==> src/design/upscc_defines.svh <==
// offsets, field positions, reset values and timing counts of the clock control block
`ifndef UPSCC_DEFINES_SVH
`define UPSCC_DEFINES_SVH

// special function register addresses
`define UPSCC_ADDR_PLL_CONTROL     8'hA3
`define UPSCC_ADDR_PLL_DIVIDER     8'hA4
`define UPSCC_ADDR_SPI_CLOCK_CTRL  8'hAF

// pll_control fields
`define UPSCC_BIT_EXT_BYPASS       2
`define UPSCC_BIT_PLL_ENABLE       1
`define UPSCC_BIT_LOCK_FLAG        0

// pll_divider fields
`define UPSCC_FB_DIV_MSB           7
`define UPSCC_FB_DIV_LSB           4
`define UPSCC_REF_DIV_MSB          3
`define UPSCC_REF_DIV_LSB          0

// spi_clock_control fields
`define UPSCC_BIT_SPI_PRESCALE     0

// reset values
`define UPSCC_RST_PLL_CONTROL      8'h00
`define UPSCC_RST_PLL_DIVIDER      8'h00
`define UPSCC_RST_SPI_CLOCK_CTRL   8'h00
`define UPSCC_UNMAPPED_READ        8'h00

// clock periods per spi peripheral cycle
`define UPSCC_SPI_PERIODS_FAST     4'h6
`define UPSCC_SPI_PERIODS_SLOW     4'hC

// reference cycles the lock model waits after enable or restart
`define UPSCC_LOCK_SETTLE_CYCLES   5'h10

`endif

==> src/design/upscc_pkg.sv <==
// shared types of the clock control block
package upscc_pkg;

  // lock model progress
  typedef enum logic [1:0] {
    LOCK_IDLE,
    LOCK_SETTLE,
    LOCK_LOCKED
  } upscc_lock_state_t;

endpackage : upscc_pkg

==> src/design/upscc_lock_if.sv <==
// carrier between the register file and the pll lock model
`timescale 1ns/1ps

interface upscc_lock_if;
  logic pllEnable;   // pll clock generation requested
  logic restart;     // one-cycle pulse: divider settings changed
  logic locked;      // lock indicator from the model

  modport ctrl  (output pllEnable, output restart, input  locked);
  modport model (input  pllEnable, input  restart, output locked);
endinterface : upscc_lock_if

==> src/design/upscc_lock_model.sv <==
// digital stand-in for the analog pll lock detector
`timescale 1ns/1ps
`include "upscc_defines.svh"

module upscc_lock_model (
  input  wire logic        clk,
  input  wire logic        rst,
  upscc_lock_if.model      lk
);

  upscc_pkg::upscc_lock_state_t state_q;
  logic [4:0]                   settleCnt_q;
  logic                         locked_q;

  assign lk.locked = locked_q;

  // ************************************************************
  // settle sequence: count reference cycles, then declare lock
  // ************************************************************
  always_ff @(posedge clk or posedge rst) begin
    if (rst) begin
      state_q     <= upscc_pkg::LOCK_IDLE;
      settleCnt_q <= 5'h00;
      locked_q    <= 1'b0;
    end else if (!lk.pllEnable) begin
      state_q     <= upscc_pkg::LOCK_IDLE;      // disable drops lock at once
      settleCnt_q <= 5'h00;
      locked_q    <= 1'b0;
    end else if (lk.restart) begin
      state_q     <= upscc_pkg::LOCK_SETTLE;    // divider change restarts settling
      settleCnt_q <= 5'h00;
      locked_q    <= 1'b0;
    end else begin
      case (state_q)
        upscc_pkg::LOCK_IDLE: begin
          state_q     <= upscc_pkg::LOCK_SETTLE;
          settleCnt_q <= 5'h00;
        end
        upscc_pkg::LOCK_SETTLE: begin
          if (settleCnt_q == `UPSCC_LOCK_SETTLE_CYCLES - 5'h01) begin
            state_q  <= upscc_pkg::LOCK_LOCKED;
            locked_q <= 1'b1;
          end else begin
            settleCnt_q <= settleCnt_q + 5'h01;
          end
        end
        upscc_pkg::LOCK_LOCKED: begin
          locked_q <= 1'b1;
        end
        default: begin
          state_q  <= upscc_pkg::LOCK_IDLE;
          locked_q <= 1'b0;
        end
      endcase
    end
  end

  // lock never rises unless enable was high 16 cycles before and 1 cycle before
  chk_lock_settle_time: assert property (
    @(posedge clk) disable iff (rst)
    $rose(locked_q) |-> ($past(lk.pllEnable, 16) && $past(lk.pllEnable, 1)))
    else $error("lock rose before the settle time elapsed");

endmodule : upscc_lock_model

==> src/design/upscc_clock_control.sv <==
// special function registers for pll control, pll dividers and spi prescale
`timescale 1ns/1ps
`include "upscc_defines.svh"

module upscc_clock_control (
  input  wire logic       clk,
  input  wire logic       rst,
  input  wire logic [7:0] sfrAddr,
  input  wire logic       sfrWr,
  input  wire logic [7:0] sfrWdata,
  input  wire logic       sfrRd,
  output logic      [7:0] sfrRdata,
  input  wire logic       coreDoubleSpeedFlag,
  output logic            pllEnable,
  output logic            externalClockBypass,
  output logic            oscEnable,
  output logic            usbClkFromPll,
  output logic      [3:0] feedbackDividerField,
  output logic      [3:0] referenceDividerField,
  output logic            pllLockFlag,
  output logic            spiPeriphTick
);

  // ************************************************************
  // decode and helpers
  // ************************************************************
  logic       selPllCtl;
  logic       selPllDiv;
  logic       selSpiCtl;
  logic       spiPrescaleSelect_q;
  logic [7:0] pllDivider_q;
  logic       pllEnable_q;
  logic       extBypass_q;
  logic       oscEnable_q;
  logic       usbClkFromPll_q;
  logic       lockFlag_q;
  logic [7:0] rdata_q;
  logic [3:0] spiCnt_q;
  logic       spiTick_q;
  logic [3:0] spiPeriod;

  upscc_lock_if lockBus ();

  // clocks per spi peripheral cycle from the select bit and the core speed flag
  function automatic logic [3:0] spiPeriodOf(input logic dbl, input logic sel);
    if (dbl && !sel) begin
      spiPeriodOf = `UPSCC_SPI_PERIODS_FAST;
    end else begin
      spiPeriodOf = `UPSCC_SPI_PERIODS_SLOW;   // select ignored at normal speed
    end
  endfunction : spiPeriodOf

  // full eight-bit compare so no alias of the register appears elsewhere
  assign selPllCtl = (sfrAddr == `UPSCC_ADDR_PLL_CONTROL);
  assign selPllDiv = (sfrAddr == `UPSCC_ADDR_PLL_DIVIDER);
  assign selSpiCtl = (sfrAddr == `UPSCC_ADDR_SPI_CLOCK_CTRL);
  assign spiPeriod = spiPeriodOf(coreDoubleSpeedFlag, spiPrescaleSelect_q);

  // ************************************************************
  // pll control register
  // ************************************************************
  always_ff @(posedge clk or posedge rst) begin
    if (rst) begin
      pllEnable_q <= 1'b0;
      extBypass_q <= 1'b0;
    end else if (sfrWr && selPllCtl) begin
      pllEnable_q <= sfrWdata[`UPSCC_BIT_PLL_ENABLE];
      extBypass_q <= sfrWdata[`UPSCC_BIT_EXT_BYPASS];
    end
  end

  // clock routing follows the bypass bit one cycle later
  always_ff @(posedge clk or posedge rst) begin
    if (rst) begin
      oscEnable_q     <= 1'b1;
      usbClkFromPll_q <= 1'b1;
    end else begin
      oscEnable_q     <= ~extBypass_q;         // crystal stopped in bypass
      usbClkFromPll_q <= ~extBypass_q;
    end
  end

  // ************************************************************
  // pll divider register and lock model
  // ************************************************************
  always_ff @(posedge clk or posedge rst) begin
    if (rst) begin
      pllDivider_q <= `UPSCC_RST_PLL_DIVIDER;
    end else if (sfrWr && selPllDiv) begin
      pllDivider_q <= sfrWdata;
    end
  end

  // rewriting the same divider value does not disturb an existing lock
  assign lockBus.pllEnable = pllEnable_q;
  assign lockBus.restart   = sfrWr && selPllDiv && (sfrWdata != pllDivider_q);

  upscc_lock_model upscc_lock_model_inst (
    .clk (clk),
    .rst (rst),
    .lk  (lockBus.model)
  );

  // lock flag has no write path at all
  always_ff @(posedge clk or posedge rst) begin
    if (rst) begin
      lockFlag_q <= 1'b0;
    end else begin
      lockFlag_q <= lockBus.locked & pllEnable_q;
    end
  end

  // ************************************************************
  // spi clock control and prescaler
  // ************************************************************
  always_ff @(posedge clk or posedge rst) begin
    if (rst) begin
      spiPrescaleSelect_q <= 1'b0;
    end else if (sfrWr && selSpiCtl) begin
      spiPrescaleSelect_q <= sfrWdata[`UPSCC_BIT_SPI_PRESCALE];
    end
  end

  // a period shrink mid-count wraps at once instead of overrunning
  always_ff @(posedge clk or posedge rst) begin
    if (rst) begin
      spiCnt_q  <= 4'h0;
      spiTick_q <= 1'b0;
    end else if (spiCnt_q >= spiPeriod - 4'h1) begin
      spiCnt_q  <= 4'h0;
      spiTick_q <= 1'b1;
    end else begin
      spiCnt_q  <= spiCnt_q + 4'h1;
      spiTick_q <= 1'b0;
    end
  end

  // ************************************************************
  // read data
  // ************************************************************
  always_ff @(posedge clk or posedge rst) begin
    if (rst) begin
      rdata_q <= `UPSCC_UNMAPPED_READ;
    end else if (sfrRd) begin
      if (selPllCtl) begin
        rdata_q <= {5'h00, extBypass_q, pllEnable_q, lockFlag_q};
      end else if (selPllDiv) begin
        rdata_q <= pllDivider_q;
      end else if (selSpiCtl) begin
        rdata_q <= {7'h00, spiPrescaleSelect_q};
      end else begin
        rdata_q <= `UPSCC_UNMAPPED_READ;
      end
    end
  end

  assign sfrRdata              = rdata_q;
  assign pllEnable             = pllEnable_q;
  assign externalClockBypass   = extBypass_q;
  assign oscEnable             = oscEnable_q;
  assign usbClkFromPll         = usbClkFromPll_q;
  assign feedbackDividerField  = pllDivider_q[`UPSCC_FB_DIV_MSB:`UPSCC_FB_DIV_LSB];
  assign referenceDividerField = pllDivider_q[`UPSCC_REF_DIV_MSB:`UPSCC_REF_DIV_LSB];
  assign pllLockFlag           = lockFlag_q;
  assign spiPeriphTick         = spiTick_q;

  // ************************************************************
  // checks
  // ************************************************************
  logic [3:0] sinceTick_q;
  logic [3:0] modeHeld_q;
  logic       modeNow;
  logic       modePrev_q;

  // helper: cycles since last tick and how long the effective mode held
  assign modeNow = coreDoubleSpeedFlag & ~spiPrescaleSelect_q;
  always_ff @(posedge clk or posedge rst) begin
    if (rst) begin
      sinceTick_q <= 4'h0;
      modeHeld_q  <= 4'h0;
      modePrev_q  <= 1'b0;
    end else begin
      sinceTick_q <= spiTick_q ? 4'h1 : sinceTick_q + 4'h1;
      modePrev_q  <= modeNow;
      modeHeld_q  <= (modeNow != modePrev_q) ? 4'h0 : ((modeHeld_q == 4'hF) ? 4'hF
                                                       : modeHeld_q + 4'h1);
    end
  end

  chk_spi_fast_period: assert property (
    @(posedge clk) disable iff (rst)
    (spiTick_q && modeNow && modeHeld_q >= 4'hD && $past(spiTick_q, 6)) |-> sinceTick_q == 4'h6)
    else $error("spi cycle not 6 clocks in fast mode");

  // judged looking back, so a mode change after the tick cannot raise a false alarm
  chk_spi_slow_period: assert property (
    @(posedge clk) disable iff (rst)
    (spiTick_q && !modeNow && modeHeld_q >= 4'hD) |-> sinceTick_q == 4'hC)
    else $error("spi cycle not 12 clocks with select set or core flag low");

  chk_reserved_zero: assert property (
    @(posedge clk) disable iff (rst)
    (sfrRd && (selPllCtl || selSpiCtl)) |=> (rdata_q[7:3] == 5'h00)
      && (!$past(selSpiCtl) || rdata_q[7:1] == 7'h00))
    else $error("reserved bits read as one");

  chk_bypass_route: assert property (
    @(posedge clk) disable iff (rst)
    (sfrWr && selPllCtl && sfrWdata[2]) |=> ##1 (!oscEnable_q && !usbClkFromPll_q))
    else $error("bypass did not stop oscillator or move usb clock");

  chk_pll_route: assert property (
    @(posedge clk) disable iff (rst)
    (sfrWr && selPllCtl && !sfrWdata[2]) |=> ##1 (oscEnable_q && usbClkFromPll_q))
    else $error("clearing bypass did not restore pll routing");

  chk_enable_write: assert property (
    @(posedge clk) disable iff (rst)
    (sfrWr && selPllCtl) |=> pllEnable_q == $past(sfrWdata[1]))
    else $error("pll enable did not take the written value");

  chk_lock_drop: assert property (
    @(posedge clk) disable iff (rst)
    (sfrWr && selPllCtl && !sfrWdata[1]) |=> ##[0:2] !lockFlag_q)
    else $error("lock flag survived pll disable");

  chk_divider_fields: assert property (
    @(posedge clk) disable iff (rst)
    (sfrWr && selPllDiv) |=> (feedbackDividerField == $past(sfrWdata[7:4]))
      && (referenceDividerField == $past(sfrWdata[3:0])))
    else $error("divider fields not stored in place");

  chk_reset_values: assert property (
    @(posedge clk)
    $past(rst) |-> (pllDivider_q == 8'h00 && !pllEnable_q && !extBypass_q
      && !spiPrescaleSelect_q && !lockFlag_q))
    else $error("register not zero after reset");

endmodule : upscc_clock_control

==> config.mk <==
export PLATFORM = sky130hd
export DESIGN_NAME = upscc_clock_control
export DESIGN_NICKNAME = d
export VERILOG_FILES = /design/src/design/upscc_pkg.sv /design/src/design/upscc_lock_if.sv /design/src/design/upscc_lock_model.sv /design/src/design/upscc_clock_control.sv
export VERILOG_INCLUDE_DIRS = /design/src /design/src/design
export SDC_FILE = /design/constraint.sdc
export NUM_CORES = 1
export LEC_CHECK = 0
export BUFFER_PORTS_ARGS = -buffer_cell sky130_fd_sc_hd__buf_4
export CAP_MARGIN = 20
export CELL_PAD_IN_SITES_DETAIL_PLACEMENT = 0
export CELL_PAD_IN_SITES_GLOBAL_PLACEMENT = 1
export CORE_ASPECT_RATIO = 0.75
export CORE_MARGIN = 4
export CORE_UTILIZATION = 43
export CTS_CLUSTER_SIZE = 14
export DETAILED_ROUTE_END_ITERATION = 6
export HOLD_SLACK_MARGIN = 0.06
export PLACE_DENSITY_LB_ADDON = 0.1
export SYNTH_ARGS = -nofsm -noshare
export SYNTH_HDL_FRONTEND = slang
export SYNTH_SLANG_ARGS = --single-unit
==> constraint.sdc <==
create_clock -name clk -period 3.5 [get_ports clk]
set_input_delay 1.05 -clock clk [delete_from_list [all_inputs] [get_ports clk]]
set_output_delay 1.05 -clock clk [all_outputs]
set_load 0.05 [all_outputs]
==> summary.txt <==
Route
  – Via Count: between 1000 and 1500
  – Drt drc: 0
  – Via density: slightly above 5
  – Routed WL: 3611 um
  – Antenna-violating nets left: 0
  – Met3 WL: roughly 200 um
  – DR pass1 iterations: 4
  – Avg WL per Cell: ~14 um
  – Initial DRC count: 28
  – Top Metal Used: met4
  – Met1 Routed Length: 1694 um
  – Met2 routed WL: 1677 um

Floorplanning
  – Die Ht: about 63 um
  – Initial Util: 45.97%
  – Die Area: 5104 sq um
  – Core Area: approximately 3800 sq um
  – # rows: 19
  – Die Wd: 81.17 um
  – I/O pin count: 43

Final layout
  – Nets: between 200 and 250
  – Layout Cells excl Fill: 256
  – Storage element area: roughly 850 sq um
  – Area occupied by multi-input gates: a little under 800 sq um
  – Post-layout util: 57.89%
  – Final instance area: 2175 sq um
  – Area grow syn2layout: 25.94%
  – Share of layout cells above drive strength 1: 32.84%
  – Fill count: 347
  – Antenna cells: 0

Place
  – Post-place setup slack: 0.8729 ns
  – Dpl cells: 248
  – Placed inst area: between 2000 and 2500 sq um
  – Port bufs: 42
  – Global placement routability congestion: between 0.7 and 0.8
  – HPWL after DPL: 2771 um

Clocking
  – Num CTS Buffers: 5
  – Worst-case clock buffer depth: 2
  – CTS tree: yes
  – H-tree levels: 2
  – Clock sink count: 34
  – Reg clk slew, reported paths: around 0.070 ns
  – Clock Latency Late Sink: around 0.28 ns
  – Root Buffer Master: clkbuf_8
  – CTS Hold Bufs: 0
  – Post-CTS Setup Inserts: 0
  – Post-CTS Resized: 0

Critical path
  – CP cell instances: buf_4 -> and4bb_1 -> and4_1 -> a21boi_4 -> o21a_1
  – Crit start category: input pin
  – Worst reg2reg path depth: 7
  – Crit path max-delay family: simple AND/OR/NAND/NOR gates
  – RR Startpoint: upscc_lock_model_inst.settleCnt_q[0]
  – Worst path required time: 3.72 ns
  – Crit path DAT: 2.54 ns
  – Slowest cell on the critical path: and4_1
  – CP Max Fanout: 9
  – Setup CP Type: input pin to flop
  – R2R Setup Slk: 1.43 ns
  – CP Buf/Inv Count: 1
  – R2r endpoint: upscc_lock_model_inst.state_q[0]
  – Critical Path Sink Type: flop
  – CP peak stage delay: 0.47 ns

Power
  – Power per Cell Area: approximately 440 nW/um^2
  – Power Total: around 0.95 mW
  – Peak supply drop: roughly 0.22 mV
  – Switching Power: between 0.2 and 0.3 mW
  – Sw frac: 29.96%
  – Internal cell power: between 0.6 and 0.7 mW
  – Sequential share of power: 48.0%
  – Clock power share: 30.9%
  – Leakage power total: 1.045 nW
  – Combinational power share: 21.1%

Timing
  – Max_slew headroom: 44.32%
  – Final setup vio count: 0
  – Final period utilization: 66.32%
  – Final Skew: 0.004650 ns
  – RSZ-0062 raised after global routing: false
  – Worst-margin pin slew: 0.8343 ns
  – Setup_tns: 0 ns
  – Min Hold Slack: 0.4434 ns
  – Endpoints failing hold: 0
  – Fin. max-slew vios: 0
  – Crit path time final: approximately 2.3 ns
  – Peak Freq: 430.8 MHz
  – Final WS setup: 1.179 ns

Yosys
  – Post-synthesis compound-gate area fraction: 10.65%
  – Multiplexer area fraction after synthesis: under 10%
  – Synth Cell Area: 1727 sq um
  – Sequential area share after synthesis: 49.35%
  – Syn_area_per_cell: 10.93 sq um
  – Ys flop type: dfrtp_1
  – Synth Area in XOR/XNOR: 5.580%
  – Synth top area share: between 40% and 50%
  – FF+latch count, synth: 34
  – Post-synth EDFFs: 0
  – Adder-Cell Fraction of Synth Area: 5.072%
  – Post-synthesis simple-gate area fraction: 16.16%
  – Post-Syn Instances: 158
  – Async set or reset register ratio after synthesis: 100.0%
  – Most frequent cell after synthesis: dfrtp_1
  – Commonest cells in the netlist: dfrtp_1, inv_1, mux2_2, o21ai_0
  – Largest family of logic cells by synthesized area: simple AND/OR/NAND/NOR gates
  – Yosys synthesis warning count: 0
  – Yosys cell types: 39
  – Post-synth top area cell: dfrtp_1
  – Synth top area cells: dfrtp_1, mux2_2, ha_1
  – Syn Nets: ~190

Outcome
  – Outcome: complete, no violations

Hold path
  – Min-delay worst type: flop to flop
  – Hold Path Origin: externalClockBypass
  – Worst Hold End: usbClkFromPll
  – Worst hold path cell count: 1

Global routing
  – Antenna violations before repair: 0
  – Global route overflow: 0
  – First-pass GRT wire length: 6051 um
  – GRT Total Usage: 15.27%
  – Pin count of the biggest net entering global routing: 23
  – Vias in the first global route: 1324

Run
  – Max-capacitance violation count: 0
[metal layers]
metal	vias to the layer above	track usage, %
met5	-	0
met1	637	19.36
met2	28	24.49
li1	644	-
met3	4	5.043
met4	0	4.641
[logic make-up after synthesis]
| group | Yosys count |
|---|---|
| compound gates | 29 |
| fa+ha+maj | 7 |
| mux | 13 |
| xor+xnor | 11 |
| simple gates | 45 |
| buf+inv | 19 |
| flops | 34 |
[layout make-up]
type,instances,share of cell area (%)
Inverter,14,2.417
Clock inverter,1,0.2301
Multi-Input combinational cell,105,36.36
Timing Repair Buffer,43,14.84
Sequential cell,34,39.18
Clock buffer,7,3.970
Tap cell,52,2.992
[flip-flops by register name, indices dropped and copies added, names as in the netlist]
| signal | count |
|---|---|
| sfrRdata | 8 |
| upscc_lock_model_inst.state_q | 2 |
| upscc_lock_model_inst.settleCnt_q | 5 |
| pllDivider_q | 8 |
| upscc_lock_model_inst.lk.locked | 1 |
| pllLockFlag | 1 |
| spiPeriphTick | 1 |
| usbClkFromPll | 1 |
| externalClockBypass | 1 |
| spiCnt_q | 4 |
| pllEnable | 1 |
| spiPrescaleSelect_q | 1 |
[how the worst max path moves through the flow]
stage | from | end | slack, ns | cells past startpoint
after CTS | sfrAddr[6] | upscc_lock_model_inst.state_q[0] | 1.17 | 5
after detailed placement | sfrAddr[6] | upscc_lock_model_inst.state_q[0] | 0.87 | 5
after global placement | sfrAddr[6] | upscc_lock_model_inst.state_q[0] | 0.94 | 5
after floorplan | sfrAddr[6] | upscc_lock_model_inst.state_q[0] | 1.34 | 5
final | sfrAddr[6] | upscc_lock_model_inst.state_q[0] | 1.18 | 5
after global routing | sfrAddr[6] | upscc_lock_model_inst.state_q[0] | 1.09 | 5
[placed cells by master, fill, tap and decap left out, types with 2 or more instances in the layout]
cell type and instances:
xnor2_1 3, nor2b_1 2, nor2_1 9, dfrtp_1 33, mux2_2 11, a21oi_1 9
nand2_1 3, and3_1 3, clkbuf_8 6, nand4_1 2, nand2b_1 2, xor2_1 8
buf_4 43, a22oi_1 3, nor3_1 2, inv_1 14, o21ai_0 11, ha_1 7
nand3_1 7, mux2i_1 2, nor3b_1 6
[power groups by stage]
| stage | registers (mW) | logic, mW | clock network (mW) |
|---|---|---|---|
| 2_1_floorplan | 0.504 | 0.0961 | 0 |
| 3_3_place_gp | 0.463 | 0.198 | 0 |
| 3_5_place_dp | 0.465 | 0.204 | 0 |
| 4_1_cts | 0.457 | 0.205 | 0.307 |
| 5_1_grt | 0.463 | 0.221 | 0.328 |
| 6_report | 0.457 | 0.201 | 0.294 |
[worst register-to-register path: stages (launching register included)]
cell and delay [ns]:
dfrtp_1 0.41, ha_1 0.24, and3_1 0.20, ha_1 0.24
nor2b_1 0.44, o21ai_0 0.14, o31a_1 0.12, o21a_1 0.17
No activity file was read; power rests on OpenSTA's default activity.
